`config.mk`:
```
export PLATFORM = sky130hd
export DESIGN_NAME = uilc_ctrl
export DESIGN_NICKNAME = d
export VERILOG_FILES = /design/src/inc/uilc_pkg.sv /design/src/verilog/uilc_ctrl.sv
export SDC_FILE = /design/constraint.sdc
export NUM_CORES = 1
export LEC_CHECK = 0
export ABC_CLOCK_PERIOD_IN_PS = 2150
export BUFFER_PORTS_ARGS = -buffer_cell sky130_fd_sc_hd__buf_2
export CAP_MARGIN = 25
export CELL_PAD_IN_SITES_DETAIL_PLACEMENT = 0
export CELL_PAD_IN_SITES_GLOBAL_PLACEMENT = 1
export CORE_UTILIZATION = 35
export CTS_BUF_LIST = sky130_fd_sc_hd__clkbuf_8
export CTS_CLUSTER_DIAMETER = 120
export DETAILED_ROUTE_END_ITERATION = 7
export GPL_TIMING_DRIVEN = 1
export PLACE_DENSITY_LB_ADDON = 0.3
export SYNTH_ARGS = -nofsm -noshare
export SYNTH_HDL_FRONTEND = slang
export SYNTH_SLANG_ARGS = --single-unit
```
`constraint.sdc`:
```
create_clock -name clock -period 2.15 [get_ports clock]
set_input_delay 0.215 -clock clock [delete_from_list [all_inputs] [get_ports clock]]
set_output_delay 0.215 -clock clock [all_outputs]
set_load 0.05 [all_outputs]
```
`src/inc/uilc_pkg.sv`:
```
// package for the uart interrupt, fifo control and line format block
// assumes a single 100 MHz clock domain and an axi4-lite master
package uilc_pkg;
	localparam logic [7:0] UILC_ISR_OFS = 8'h00;
	localparam logic [7:0] UILC_FCR_OFS = 8'h04;
	localparam logic [7:0] UILC_LCR_OFS = 8'h08;
	localparam logic [7:0] UILC_CTL_OFS = 8'h0C;
	localparam logic [7:0] UILC_STS_OFS = 8'h10;
	localparam logic [7:0] UILC_LCR_RST = 8'h00;
	localparam logic [7:0] UILC_FCR_RST = 8'h00;
	localparam logic [7:0] UILC_ISR_NONE = 8'h01;
	localparam logic [1:0] UILC_RESP_OKAY = 2'h0;
	localparam logic [1:0] UILC_RESP_SLVERR = 2'h2;
	localparam int UILC_FCR_EN = 0;
	localparam int UILC_FCR_RXRST = 1;
	localparam int UILC_FCR_TXRST = 2;
	localparam int UILC_FCR_BLK = 3;
	localparam int UILC_EFR_EN = 4;
	localparam int UILC_LCR_BRK = 6;

	typedef struct packed {
		logic line_status;
		logic rx_ready;
		logic rx_timeout;
		logic tx_empty;
		logic modem;
	} uilc_src_t;

	typedef struct packed {
		logic [6:0] rx_level;
		logic [6:0] tx_level;
	} uilc_trig_t;

	typedef struct packed {
		logic [3:0] data_bits;
		logic [1:0] stop_half_bits;
		logic parity_en;
		logic parity_force;
		logic parity_value;
		logic even;
	} uilc_fmt_t;
endpackage

```
`src/verilog/uilc_ctrl.sv`:
```
// interrupt status, fifo control and line format registers of one uart channel
// assumes fifo, receiver and transmitter sit outside and use the derived controls
// Overview of operation
// status bit 0 reads 0 when anything pending, 1 when idle
// status bits 3:1 encode line, rx ready, rx timeout, tx empty
// only highest pending source reported; line status highest, pin change lowest
// status bit 4 set on flow or special char match, enhanced mode only
// flow char flag cleared by status read; last flow char kept separately
// special char flag cleared by status read or next received char
// status bit 5 set on cts or rts rising, enhanced mode only
// status bits 7:6 read 1 with fifos enabled, else 0
// fifo bit 0 enables fifos; other bits ignored when it is 0
// rx fifo reset bit pulses rx pointer clear, self-clears
// tx fifo reset bit pulses tx pointer clear, self-clears
// block-transfer mode bit is stored but does nothing
// tx request when level below trigger, or empty after short reload
// tx trigger select writable only with enhanced enable set
// one trigger table serves both directions
// table select 00..11 chooses tables a, b, c, d
// table a: rx 1,4,8,14; tx 1
// table b: rx 8,16,24,28; tx 16,8,24,30
// table c: rx 8,16,56,60; tx 8,16,32,56
// format bits 1:0 give 5 to 8 data bits
// stop bit: 1, or 1.5 for 5 bits, 2 otherwise
// format bit 3 enables parity generation and checking
// format bit 4 selects odd (0) or even (1)
// format bit 5 forces parity to inverse of bit 4
// format bit 6 holds serial output low until cleared
// table d uses externally programmed trigger levels
module uilc_ctrl
	import uilc_pkg::*;
(
	input wire logic clock,
	input wire logic resetn,
	input wire logic [7:0] s_axi_awaddr,
	input wire logic s_axi_awvalid,
	output logic s_axi_awready,
	input wire logic [31:0] s_axi_wdata,
	input wire logic [3:0] s_axi_wstrb,
	input wire logic s_axi_wvalid,
	output logic s_axi_wready,
	output logic [1:0] s_axi_bresp,
	output logic s_axi_bvalid,
	input wire logic s_axi_bready,
	input wire logic [7:0] s_axi_araddr,
	input wire logic s_axi_arvalid,
	output logic s_axi_arready,
	output logic [31:0] s_axi_rdata,
	output logic [1:0] s_axi_rresp,
	output logic s_axi_rvalid,
	input wire logic s_axi_rready,
	input wire uilc_src_t src_pending,
	input wire logic [1:0] trigger_table_select_reg,
	input wire uilc_trig_t prog_trig,
	input wire logic flow_char_match,
	input wire logic flow_char_is_xoff,
	input wire logic special_char_match,
	input wire logic rx_char_done,
	input wire logic [6:0] tx_fifo_count,
	input wire logic tx_reload_done,
	input wire logic cts_pin,
	input wire logic rts_out,
	input wire logic tx_serial_in,
	output logic tx_serial,
	output logic rx_fifo_clear,
	output logic tx_fifo_clear,
	output logic fifo_enable,
	output logic tx_request,
	output uilc_trig_t trig_level,
	output uilc_fmt_t line_fmt
);
	logic [7:0] fifo_setup_control;
	logic [7:0] serial_line_format;
	logic enhanced_feature_enable_reg;
	logic last_flow_char_indicator;
	logic flow_flag, special_flag, pin_flag;
	logic cts_s1, cts_s2, cts_d;
	logic [6:0] next_rx_trig, next_tx_trig;
	logic tx_below, reload_short;
	logic [7:0] isr_value;
	logic [7:0] wa;
	logic [31:0] wd;
	logic [3:0] ws;
	logic aw_held, w_held;
	logic do_write, isr_read;
	logic rts_d;

	function automatic logic [6:0] uilc_pick(input logic [1:0] sel, input logic [27:0] tab);
		uilc_pick = tab[7*sel +: 7];
	endfunction

	// write channel capture, either order
	assign do_write = aw_held && w_held && !s_axi_bvalid;
	always_ff @(posedge clock or negedge resetn) begin
		if (!resetn) begin
			aw_held <= 1'b0;
			w_held <= 1'b0;
			wa <= 8'h00;
			wd <= 32'h0000_0000;
			ws <= 4'h0;
			s_axi_awready <= 1'b0;
			s_axi_wready <= 1'b0;
			s_axi_bvalid <= 1'b0;
			s_axi_bresp <= UILC_RESP_OKAY;
		end else begin
			s_axi_awready <= !aw_held && !s_axi_awready && s_axi_awvalid;
			s_axi_wready <= !w_held && !s_axi_wready && s_axi_wvalid;
			if (s_axi_awvalid && s_axi_awready) begin
				aw_held <= 1'b1;
				wa <= s_axi_awaddr;
			end
			if (s_axi_wvalid && s_axi_wready) begin
				w_held <= 1'b1;
				wd <= s_axi_wdata;
				ws <= s_axi_wstrb;
			end
			if (do_write) begin
				aw_held <= 1'b0;
				w_held <= 1'b0;
				s_axi_bvalid <= 1'b1;
				s_axi_bresp <= (wa[7:2] <= UILC_CTL_OFS[7:2] && wa[7:2] != UILC_ISR_OFS[7:2])
					? UILC_RESP_OKAY : UILC_RESP_SLVERR;
			end else if (s_axi_bvalid && s_axi_bready) begin
				s_axi_bvalid <= 1'b0;
			end
		end
	end

	// fifo setup register
	always_ff @(posedge clock or negedge resetn) begin
		if (!resetn) begin
			fifo_setup_control <= UILC_FCR_RST;
			rx_fifo_clear <= 1'b0;
			tx_fifo_clear <= 1'b0;
		end else begin
			rx_fifo_clear <= 1'b0;
			tx_fifo_clear <= 1'b0;
			if (do_write && wa[7:2] == UILC_FCR_OFS[7:2] && ws[0]) begin
				fifo_setup_control[UILC_FCR_EN] <= wd[UILC_FCR_EN];
				if (wd[UILC_FCR_EN]) begin
					rx_fifo_clear <= wd[UILC_FCR_RXRST];
					tx_fifo_clear <= wd[UILC_FCR_TXRST];
					fifo_setup_control[UILC_FCR_BLK] <= wd[UILC_FCR_BLK];
					fifo_setup_control[7:6] <= wd[7:6];
					if (enhanced_feature_enable_reg)
						fifo_setup_control[5:4] <= wd[5:4];
				end
			end
			// reset bits never stored: they read back as zero
			fifo_setup_control[2:1] <= 2'b00;
		end
	end

	// line format and enhanced enable
	always_ff @(posedge clock or negedge resetn) begin
		if (!resetn) begin
			serial_line_format <= UILC_LCR_RST;
			enhanced_feature_enable_reg <= 1'b0;
		end else if (do_write && ws[0]) begin
			if (wa[7:2] == UILC_LCR_OFS[7:2])
				serial_line_format <= wd[7:0];
			if (wa[7:2] == UILC_CTL_OFS[7:2])
				enhanced_feature_enable_reg <= wd[UILC_EFR_EN];
		end
	end

	// pin change detect; cts is asynchronous
	always_ff @(posedge clock or negedge resetn) begin
		if (!resetn) begin
			cts_s1 <= 1'b0;
			cts_s2 <= 1'b0;
			cts_d <= 1'b0;
			rts_d <= 1'b0;
		end else begin
			cts_s1 <= cts_pin;
			cts_s2 <= cts_s1;
			cts_d <= cts_s2;
			rts_d <= rts_out;
		end
	end

	assign isr_read = s_axi_arvalid && s_axi_arready && s_axi_araddr[7:2] == UILC_ISR_OFS[7:2];

	// sticky flags; a new event beats the read clear
	always_ff @(posedge clock or negedge resetn) begin
		if (!resetn) begin
			flow_flag <= 1'b0;
			special_flag <= 1'b0;
			pin_flag <= 1'b0;
			last_flow_char_indicator <= 1'b0;
		end else begin
			if (enhanced_feature_enable_reg && flow_char_match) begin
				flow_flag <= 1'b1;
				last_flow_char_indicator <= flow_char_is_xoff;
			end else if (isr_read) begin
				flow_flag <= 1'b0;
			end
			if (enhanced_feature_enable_reg && special_char_match)
				special_flag <= 1'b1;
			else if (isr_read || rx_char_done)
				special_flag <= 1'b0;
			if (enhanced_feature_enable_reg && ((cts_s2 && !cts_d) || (rts_out && !rts_d)))
				pin_flag <= 1'b1;
			else if (isr_read)
				pin_flag <= 1'b0;
		end
	end

	// priority encode, one source shown at a time
	always_comb begin
		isr_value = UILC_ISR_NONE;
		if (src_pending.line_status)
			isr_value = 8'h06;
		else if (src_pending.rx_ready)
			isr_value = 8'h04;
		else if (src_pending.rx_timeout)
			isr_value = 8'h0C;
		else if (src_pending.tx_empty || tx_request)
			isr_value = 8'h02;
		else if (src_pending.modem)
			isr_value = 8'h00;
		else if (flow_flag || special_flag)
			isr_value = 8'h10;
		else if (pin_flag)
			isr_value = 8'h20;
		isr_value[7:6] = {2{fifo_setup_control[UILC_FCR_EN]}};
	end

	// read channel
	always_ff @(posedge clock or negedge resetn) begin
		if (!resetn) begin
			s_axi_arready <= 1'b0;
			s_axi_rvalid <= 1'b0;
			s_axi_rdata <= 32'h0000_0000;
			s_axi_rresp <= UILC_RESP_OKAY;
		end else begin
			s_axi_arready <= !s_axi_arready && !s_axi_rvalid && s_axi_arvalid;
			if (s_axi_arvalid && s_axi_arready) begin
				s_axi_rvalid <= 1'b1;
				s_axi_rresp <= UILC_RESP_OKAY;
				unique case (s_axi_araddr[7:2])
					UILC_ISR_OFS[7:2]: s_axi_rdata <= {24'h00_0000, isr_value};
					UILC_FCR_OFS[7:2]: s_axi_rdata <= 32'h0000_0000;
					UILC_LCR_OFS[7:2]: s_axi_rdata <= {24'h00_0000, serial_line_format};
					UILC_CTL_OFS[7:2]: s_axi_rdata <= {27'h000_0000, enhanced_feature_enable_reg, 4'h0};
					UILC_STS_OFS[7:2]: s_axi_rdata <= {31'h0000_0000, last_flow_char_indicator};
					default: begin
						s_axi_rdata <= 32'h0000_0000;
						s_axi_rresp <= UILC_RESP_SLVERR;
					end
				endcase
			end else if (s_axi_rvalid && s_axi_rready) begin
				s_axi_rvalid <= 1'b0;
			end
		end
	end

	// trigger tables, one selection for both directions
	always_comb begin
		unique case (trigger_table_select_reg)
			2'b00: begin
				next_rx_trig = uilc_pick(fifo_setup_control[7:6], {7'd14, 7'd8, 7'd4, 7'd1});
				next_tx_trig = 7'd1;
			end
			2'b01: begin
				next_rx_trig = uilc_pick(fifo_setup_control[7:6], {7'd28, 7'd24, 7'd16, 7'd8});
				next_tx_trig = uilc_pick(fifo_setup_control[5:4], {7'd30, 7'd24, 7'd8, 7'd16});
			end
			2'b10: begin
				next_rx_trig = uilc_pick(fifo_setup_control[7:6], {7'd60, 7'd56, 7'd16, 7'd8});
				next_tx_trig = uilc_pick(fifo_setup_control[5:4], {7'd56, 7'd32, 7'd16, 7'd8});
			end
			2'b11: begin
				next_rx_trig = prog_trig.rx_level;
				next_tx_trig = prog_trig.tx_level;
			end
		endcase
	end

	// tx request: below trigger, or empty when last reload stayed short
	assign tx_below = tx_fifo_count < trig_level.tx_level;
	always_ff @(posedge clock or negedge resetn) begin
		if (!resetn) begin
			reload_short <= 1'b0;
			tx_request <= 1'b0;
			trig_level <= '0;
			fifo_enable <= 1'b0;
		end else begin
			trig_level.rx_level <= next_rx_trig;
			trig_level.tx_level <= next_tx_trig;
			fifo_enable <= fifo_setup_control[UILC_FCR_EN];
			if (tx_reload_done)
				reload_short <= tx_fifo_count <= trig_level.tx_level;
			// crossing below does not count if the last reload left fifo at or under trigger
			tx_request <= fifo_setup_control[UILC_FCR_EN]
				&& ((tx_below && !reload_short) || tx_fifo_count == 7'd0);
		end
	end

	// line format decode for transmitter and receiver
	always_ff @(posedge clock or negedge resetn) begin
		if (!resetn) begin
			line_fmt <= '0;
			tx_serial <= 1'b1;
		end else begin
			line_fmt.data_bits <= 4'd5 + {2'b00, serial_line_format[1:0]};
			line_fmt.stop_half_bits <= !serial_line_format[2] ? 2'd2 :
				(serial_line_format[1:0] == 2'b00 ? 2'd3 : 2'd0);
			line_fmt.parity_en <= serial_line_format[3];
			line_fmt.even <= serial_line_format[4];
			line_fmt.parity_force <= serial_line_format[5];
			line_fmt.parity_value <= !serial_line_format[4];
			tx_serial <= serial_line_format[UILC_LCR_BRK] ? 1'b0 : tx_serial_in;
		end
	end
endmodule

```
**Word level (Yosys, flattened, before mapping)**

Cells that the tools add are included.

- Word-level logic and storage cells: 151
- Memory bits (read-only): 0
- Memories kept: 0
- Latch bits: 0
- Output and inout port bits: 70
- Bits in writable memories: 0
- Input port bits: 95
- Register bits after elaboration: 113

- Bitwise logic cells: 0
- Div/mod/pow operators: 0
- $mul: 2
- Mux-type cells: 32
- Equal/unequal tests: 10
- Reduce and logical (&&, ||, !) cells: 58
- Shift operators: 5
- Magnitude comparators: 3
- Add/subtract/negate cells: 1

Operators by type and width:

| kind | count |
|---|---|
| $shiftx 28x6->7 const A | 5 |
| $pmux 7 s4 | 2 |
| $mux 6 | 7 |
| $pmux 8 s4 | 1 |
| $logic_and 1x1->1 | 25 |
| $eq 6x2->1 const B | 4 |
| $mux 1 | 18 |
| $reduce_bool 2->1 | 7 |
| $eq 6x1->1 const B | 2 |
| $logic_not 1->1 | 11 |
| $mul 3x2->5 const A | 2 |
| $mux 2 | 4 |
| $le 7x7->1 | 1 |
| $logic_not 7->1 | 1 |
| $lt 7x7->1 | 1 |
| $eq 6x3->1 const B | 1 |
| $le 6x2->1 const B | 1 |
| $logic_not 6->1 | 1 |
| $reduce_and 2->1 | 3 |
| $reduce_bool 6->1 | 1 |
| $logic_or 1x1->1 | 5 |
| $reduce_or 5->1 | 1 |
| $add 3x2->4 const A | 1 |
| $eq 2x2->1 const B | 2 |
| 3 further kinds | 4 |

**Logic depth before layout (Yosys ltp)**

- Word-level depth: 8
- Depth in mapped cells: 7
- Gate-level depth less buffers: 7

**Worst setup path after synthesis**

Ideal clock, no wire load.

- Kind: register to register
- Start: reg s_axi_bvalid
- End: reg fifo_setup_control[6]
- Setup slack: 0.087 ns
- Library setup time: 0.125 ns
- Clock period less this slack: 2.063 ns
- Path buffers: 1
- Stages on the path, launching flop included: 6
- Arrival: 1.938 ns
- Data required time: 2.025 ns
- Cell sequence: dfrtp_1 and3b_1 clkbuf_1 nand4_1 nor3b_1 mux2_2

- Word-level cells in the longest chain between the ends: 5

RTL lines:

| element | RTL line | RTL |
|---|---|---|
| start: declaration | uilc_ctrl.sv:43 | `output logic s_axi_bvalid,` |
| start signal: assignment | uilc_ctrl.sv:103 | `s_axi_bvalid <= 1'b0;` |
| start signal: assignment | uilc_ctrl.sv:120 | `s_axi_bvalid <= 1'b1;` |
| start signal: assignment | uilc_ctrl.sv:124 | `s_axi_bvalid <= 1'b0;` |
| $logic_not 1->1 | uilc_ctrl.sv:93 | `assign do_write = aw_held && w_held && !s_axi_bvalid;` |
| $logic_and 1x1->1 | uilc_ctrl.sv:93 |  |
| $logic_and 1x1->1 (2 in a row) | uilc_ctrl.sv:138 | `if (do_write && wa[7:2] == UILC_FCR_OFS[7:2] && ws[0]) begin` |
| $reduce_and 2->1 (no line) | -- |  |
| end signal: indexed assignment | uilc_ctrl.sv:139 | `fifo_setup_control[UILC_FCR_EN] <= wd[UILC_FCR_EN];` |
| end signal: indexed assignment | uilc_ctrl.sv:143 | `fifo_setup_control[UILC_FCR_BLK] <= wd[UILC_FCR_BLK];` |
| end signal: assignment | uilc_ctrl.sv:144 | `fifo_setup_control[7:6] <= wd[7:6];` |
| end: declaration | uilc_ctrl.sv:72 | `logic [7:0] fifo_setup_control;` |

No other way between the ends.
A chain may end at the register's enable or synchronous reset.

**Worst setup path after layout**

- Start: reg wa[7]
- End: reg fifo_setup_control[7]

- Word-level cells in the longest chain between the ends: 4

RTL lines:

| element | RTL line | RTL |
|---|---|---|
| start: declaration | uilc_ctrl.sv:81 | `logic [7:0] wa;` |
| start signal: assignment | uilc_ctrl.sv:110 | `wa <= s_axi_awaddr;` |
| $eq 6x1->1 | uilc_ctrl.sv:138 |  |
| $logic_and 1x1->1 (2 in a row) | uilc_ctrl.sv:138 |  |
| $reduce_and 2->1 (no line) | -- |  |

No other way between the ends.

==> flow_summary.ini <==
[outcome]
status = complete, no violations

[grt]
grt_antenna_before_repair = 0
grtUsageTotal = 0.153
overflow = 0
grt_max_degree = 67
grt_pass1_wl_um = 13000
grt_pass1_vias = 2609

[drt]
drtPass1Iterations = 4
drt_wl_total_um = 7690
drc = 0
drt-vias-per-instance = 4.58
drt-wirelength-per-cell_um = 13.3
vias = 2649
drtIter0Drc = 122
drtAntennaViolNets = 0

[timing]
fin_skew_ns = 0.0102
fin_crit_ns = 1.91
finalMaxSlewViolations = 0
rsz0062_at_grt = false
slew_headroom = 0.540
setup_viol = 0
finalSetupTns_ns = 0
max_freq_ghz = 0.523
finalHoldViolCount = 0
period_share = 0.890
worst_slew_pin_slew_ns = 0.685

[logic_synthesis]
synth-edff-count = 0
synth.avg_cell_area_um2 = 11.7
yosys.cell_types.count = 44
synthCells = 316
synth_seq_cells = 84
synth_top_cell_by_area = dfrtp_1
ys_seq_area_frac = 0.568
ys_async_sr_fraction = 1.00
syn-cell-area_um2 = 3700
synth-main-ff-cell = dfrtp_1
synth_area_leaders = dfrtp_1, mux2_2, buf_4, ha_1, inv_1
yosys_warnings = 0
synth_top_cell_area_share = 0.561

[cells_and_area]
layout_commonest_cell = buf_2
largest_reg_flops = 14
top_regs = trig_level x14, line_fmt x10
fin_nets = 547
final_cell_mix = buf_2, dfrtp_1, mux2_2, inv_1, conb_1
design_area_um2 = 4580
drive_above_1_share = 0.373
finish.utilization = 0.445
num_antenna_cells = 0
regMostFlops = trig_level
syn2layout_area_growth_pct = 23.5

[floorplan]
die_w_um = 105
die_area_um2 = 11000
std_cell_rows = 37
core-area_um2 = 10300
pin_count = 165
start_util = 0.360
chipHeight_um = 105

[critical_path]
endpoint_kind = register
cp_max_fo = 4
cp-start-kind = register
r2r-end = fifo_setup_control[7]$_DFFE_PN0P_
crit_type = reg -> reg
rr_worst_depth = 5
critPathRequiredTime_ns = 2.38
r2r_slack_ns = 0.24
arrival_ns = 2.14
r2r-start = wa[7]$_DFFE_PN0P_

[place]
dpl_cell_area_um2 = 4350
port_buffers = 107
place_hpwl_um = 5810
gp_congestion = 0.830

[cts]
cts_root_buf = clkbuf_8
postCtsSetupBuffers = 0
cts_tree = built
cts_buffer_depth = 2
cts_num_sinks = 84
htreeDepth = 3
clk_latency_ns = 0.35
cts-buffers-inserted = 9
cts.clk_slew.worst_paths_ns = 0.09

[power_and_ir_drop]
total_leakage_power_nw = 2.31
vdd_ir_drop_max_mv = 0.413
p_per_area_nw_per_um2 = 980

[min_path]
hold_class = in -> reg
holdCritStartpoint = s_axi_rready
hold_depth = 2
hold_end = s_axi_rvalid$_DFFE_PN0P_

[flow_run]
cap_violations = 0
worst max-delay path by stage:
| stage | depth (start not counted) | start | to |
|---|---|---|---|
| 3_3_place_gp | 5 | wa[7]$_DFFE_PN0P_ | fifo_setup_control[7]$_DFFE_PN0P_ |
| 3_5_place_dp | 5 | wa[7]$_DFFE_PN0P_ | fifo_setup_control[7]$_DFFE_PN0P_ |
| 6_report | 5 | wa[7]$_DFFE_PN0P_ | fifo_setup_control[7]$_DFFE_PN0P_ |
| 2_1_floorplan | 5 | s_axi_bvalid$_DFFE_PN0P_ | fifo_setup_control[6]$_DFFE_PN0P_ |
| 4_1_cts | 5 | wa[7]$_DFFE_PN0P_ | fifo_setup_control[7]$_DFFE_PN0P_ |
| 5_1_grt | 5 | wa[7]$_DFFE_PN0P_ | fifo_setup_control[7]$_DFFE_PN0P_ |
layout make-up:
class                           count  area [um2]
Clock inverter                      6        66.3
Sequential cell                    84        2100
Timing Repair Buffer              117         633
Fill cell                        1030        5700
Inverter                           26        97.6
Clock buffer                        9         124
Tap cell                          136         170
Multi-Input combinational cell    200        1380
per-layer routing:
layer	wire (um)	up-vias	share of wire	track usage
met1	3680	1258	0.48	0.212
met4	157	0	0.020	0.0734
met3	371	12	0.048	0.0299
li1	-	1291	-	-
met5	0	-	0	0
met2	3480	88	0.45	0.231
repair_timing:
action                                  in CTS  in global routing
endpoints found under the setup margin       0                  2
resized for setup                            0                  1
hold buffers                                 3                  0
hold endpoints to repair                    20                  0
cell families after synthesis:
| kind of cell | Yosys count | share of synthesized area |
|---|---|---|
| simple gates | 74 | 0.106 |
| mux | 30 | 0.0908 |
| fa+ha+maj | 14 | 0.0473 |
| compound gates | 56 | 0.101 |
| flops | 84 | 0.568 |
| other cells | 1 | 0.00101 |
| buf+inv | 57 | 0.0861 |
power by group:
group / switching, W / internal [W] / total, W
Sequential: 0.000275 / 0.00193 / 0.00220
Clock: 0.000556 / 0.000532 / 0.00109
Combinational: 0.000772 / 0.000421 / 0.00119
cells in the mapped netlist, types with 2 or more instances:
cell      count
clkbuf_1      4
a21o_1        2
mux2_2       29
o22ai_1       2
nand3_1       5
nand4_1       2
and2_1        5
a22oi_1       4
nand2_1      23
nor2b_1       2
a32oi_1       2
nand2b_1      3
nor3_1        6
a32o_1        3
dfrtp_1      83
buf_4        26
ha_1         14
nor3b_1       4
nor4_1        5
nor2_1       11
inv_1        26
a21oi_1      14
a22o_1        3
o31ai_1       3
o21ai_0      16
worst max-delay path, cell delays in order (launching register included):
cell and delay, ns:
dfrtp_1 0.40, nor4_2 0.38, nand4_1 0.19, nor3b_1 0.31, buf_4 0.19, mux2_2 0.32
stage by stage:
step                      total power [W]  cells  hold slack [ns]  setup WS [ns]
after global placement            0.00340    560            0.111          0.172
after detailed placement          0.00343    560            0.114          0.120
after floorplan                   0.00308    341          -0.0806         0.0871
final                             0.00449    578           0.0447          0.236
after global routing              0.00477    578           0.0397          0.122
after CTS                         0.00455    578           0.0272         0.0919
Power figures use the tool's default switching activity.
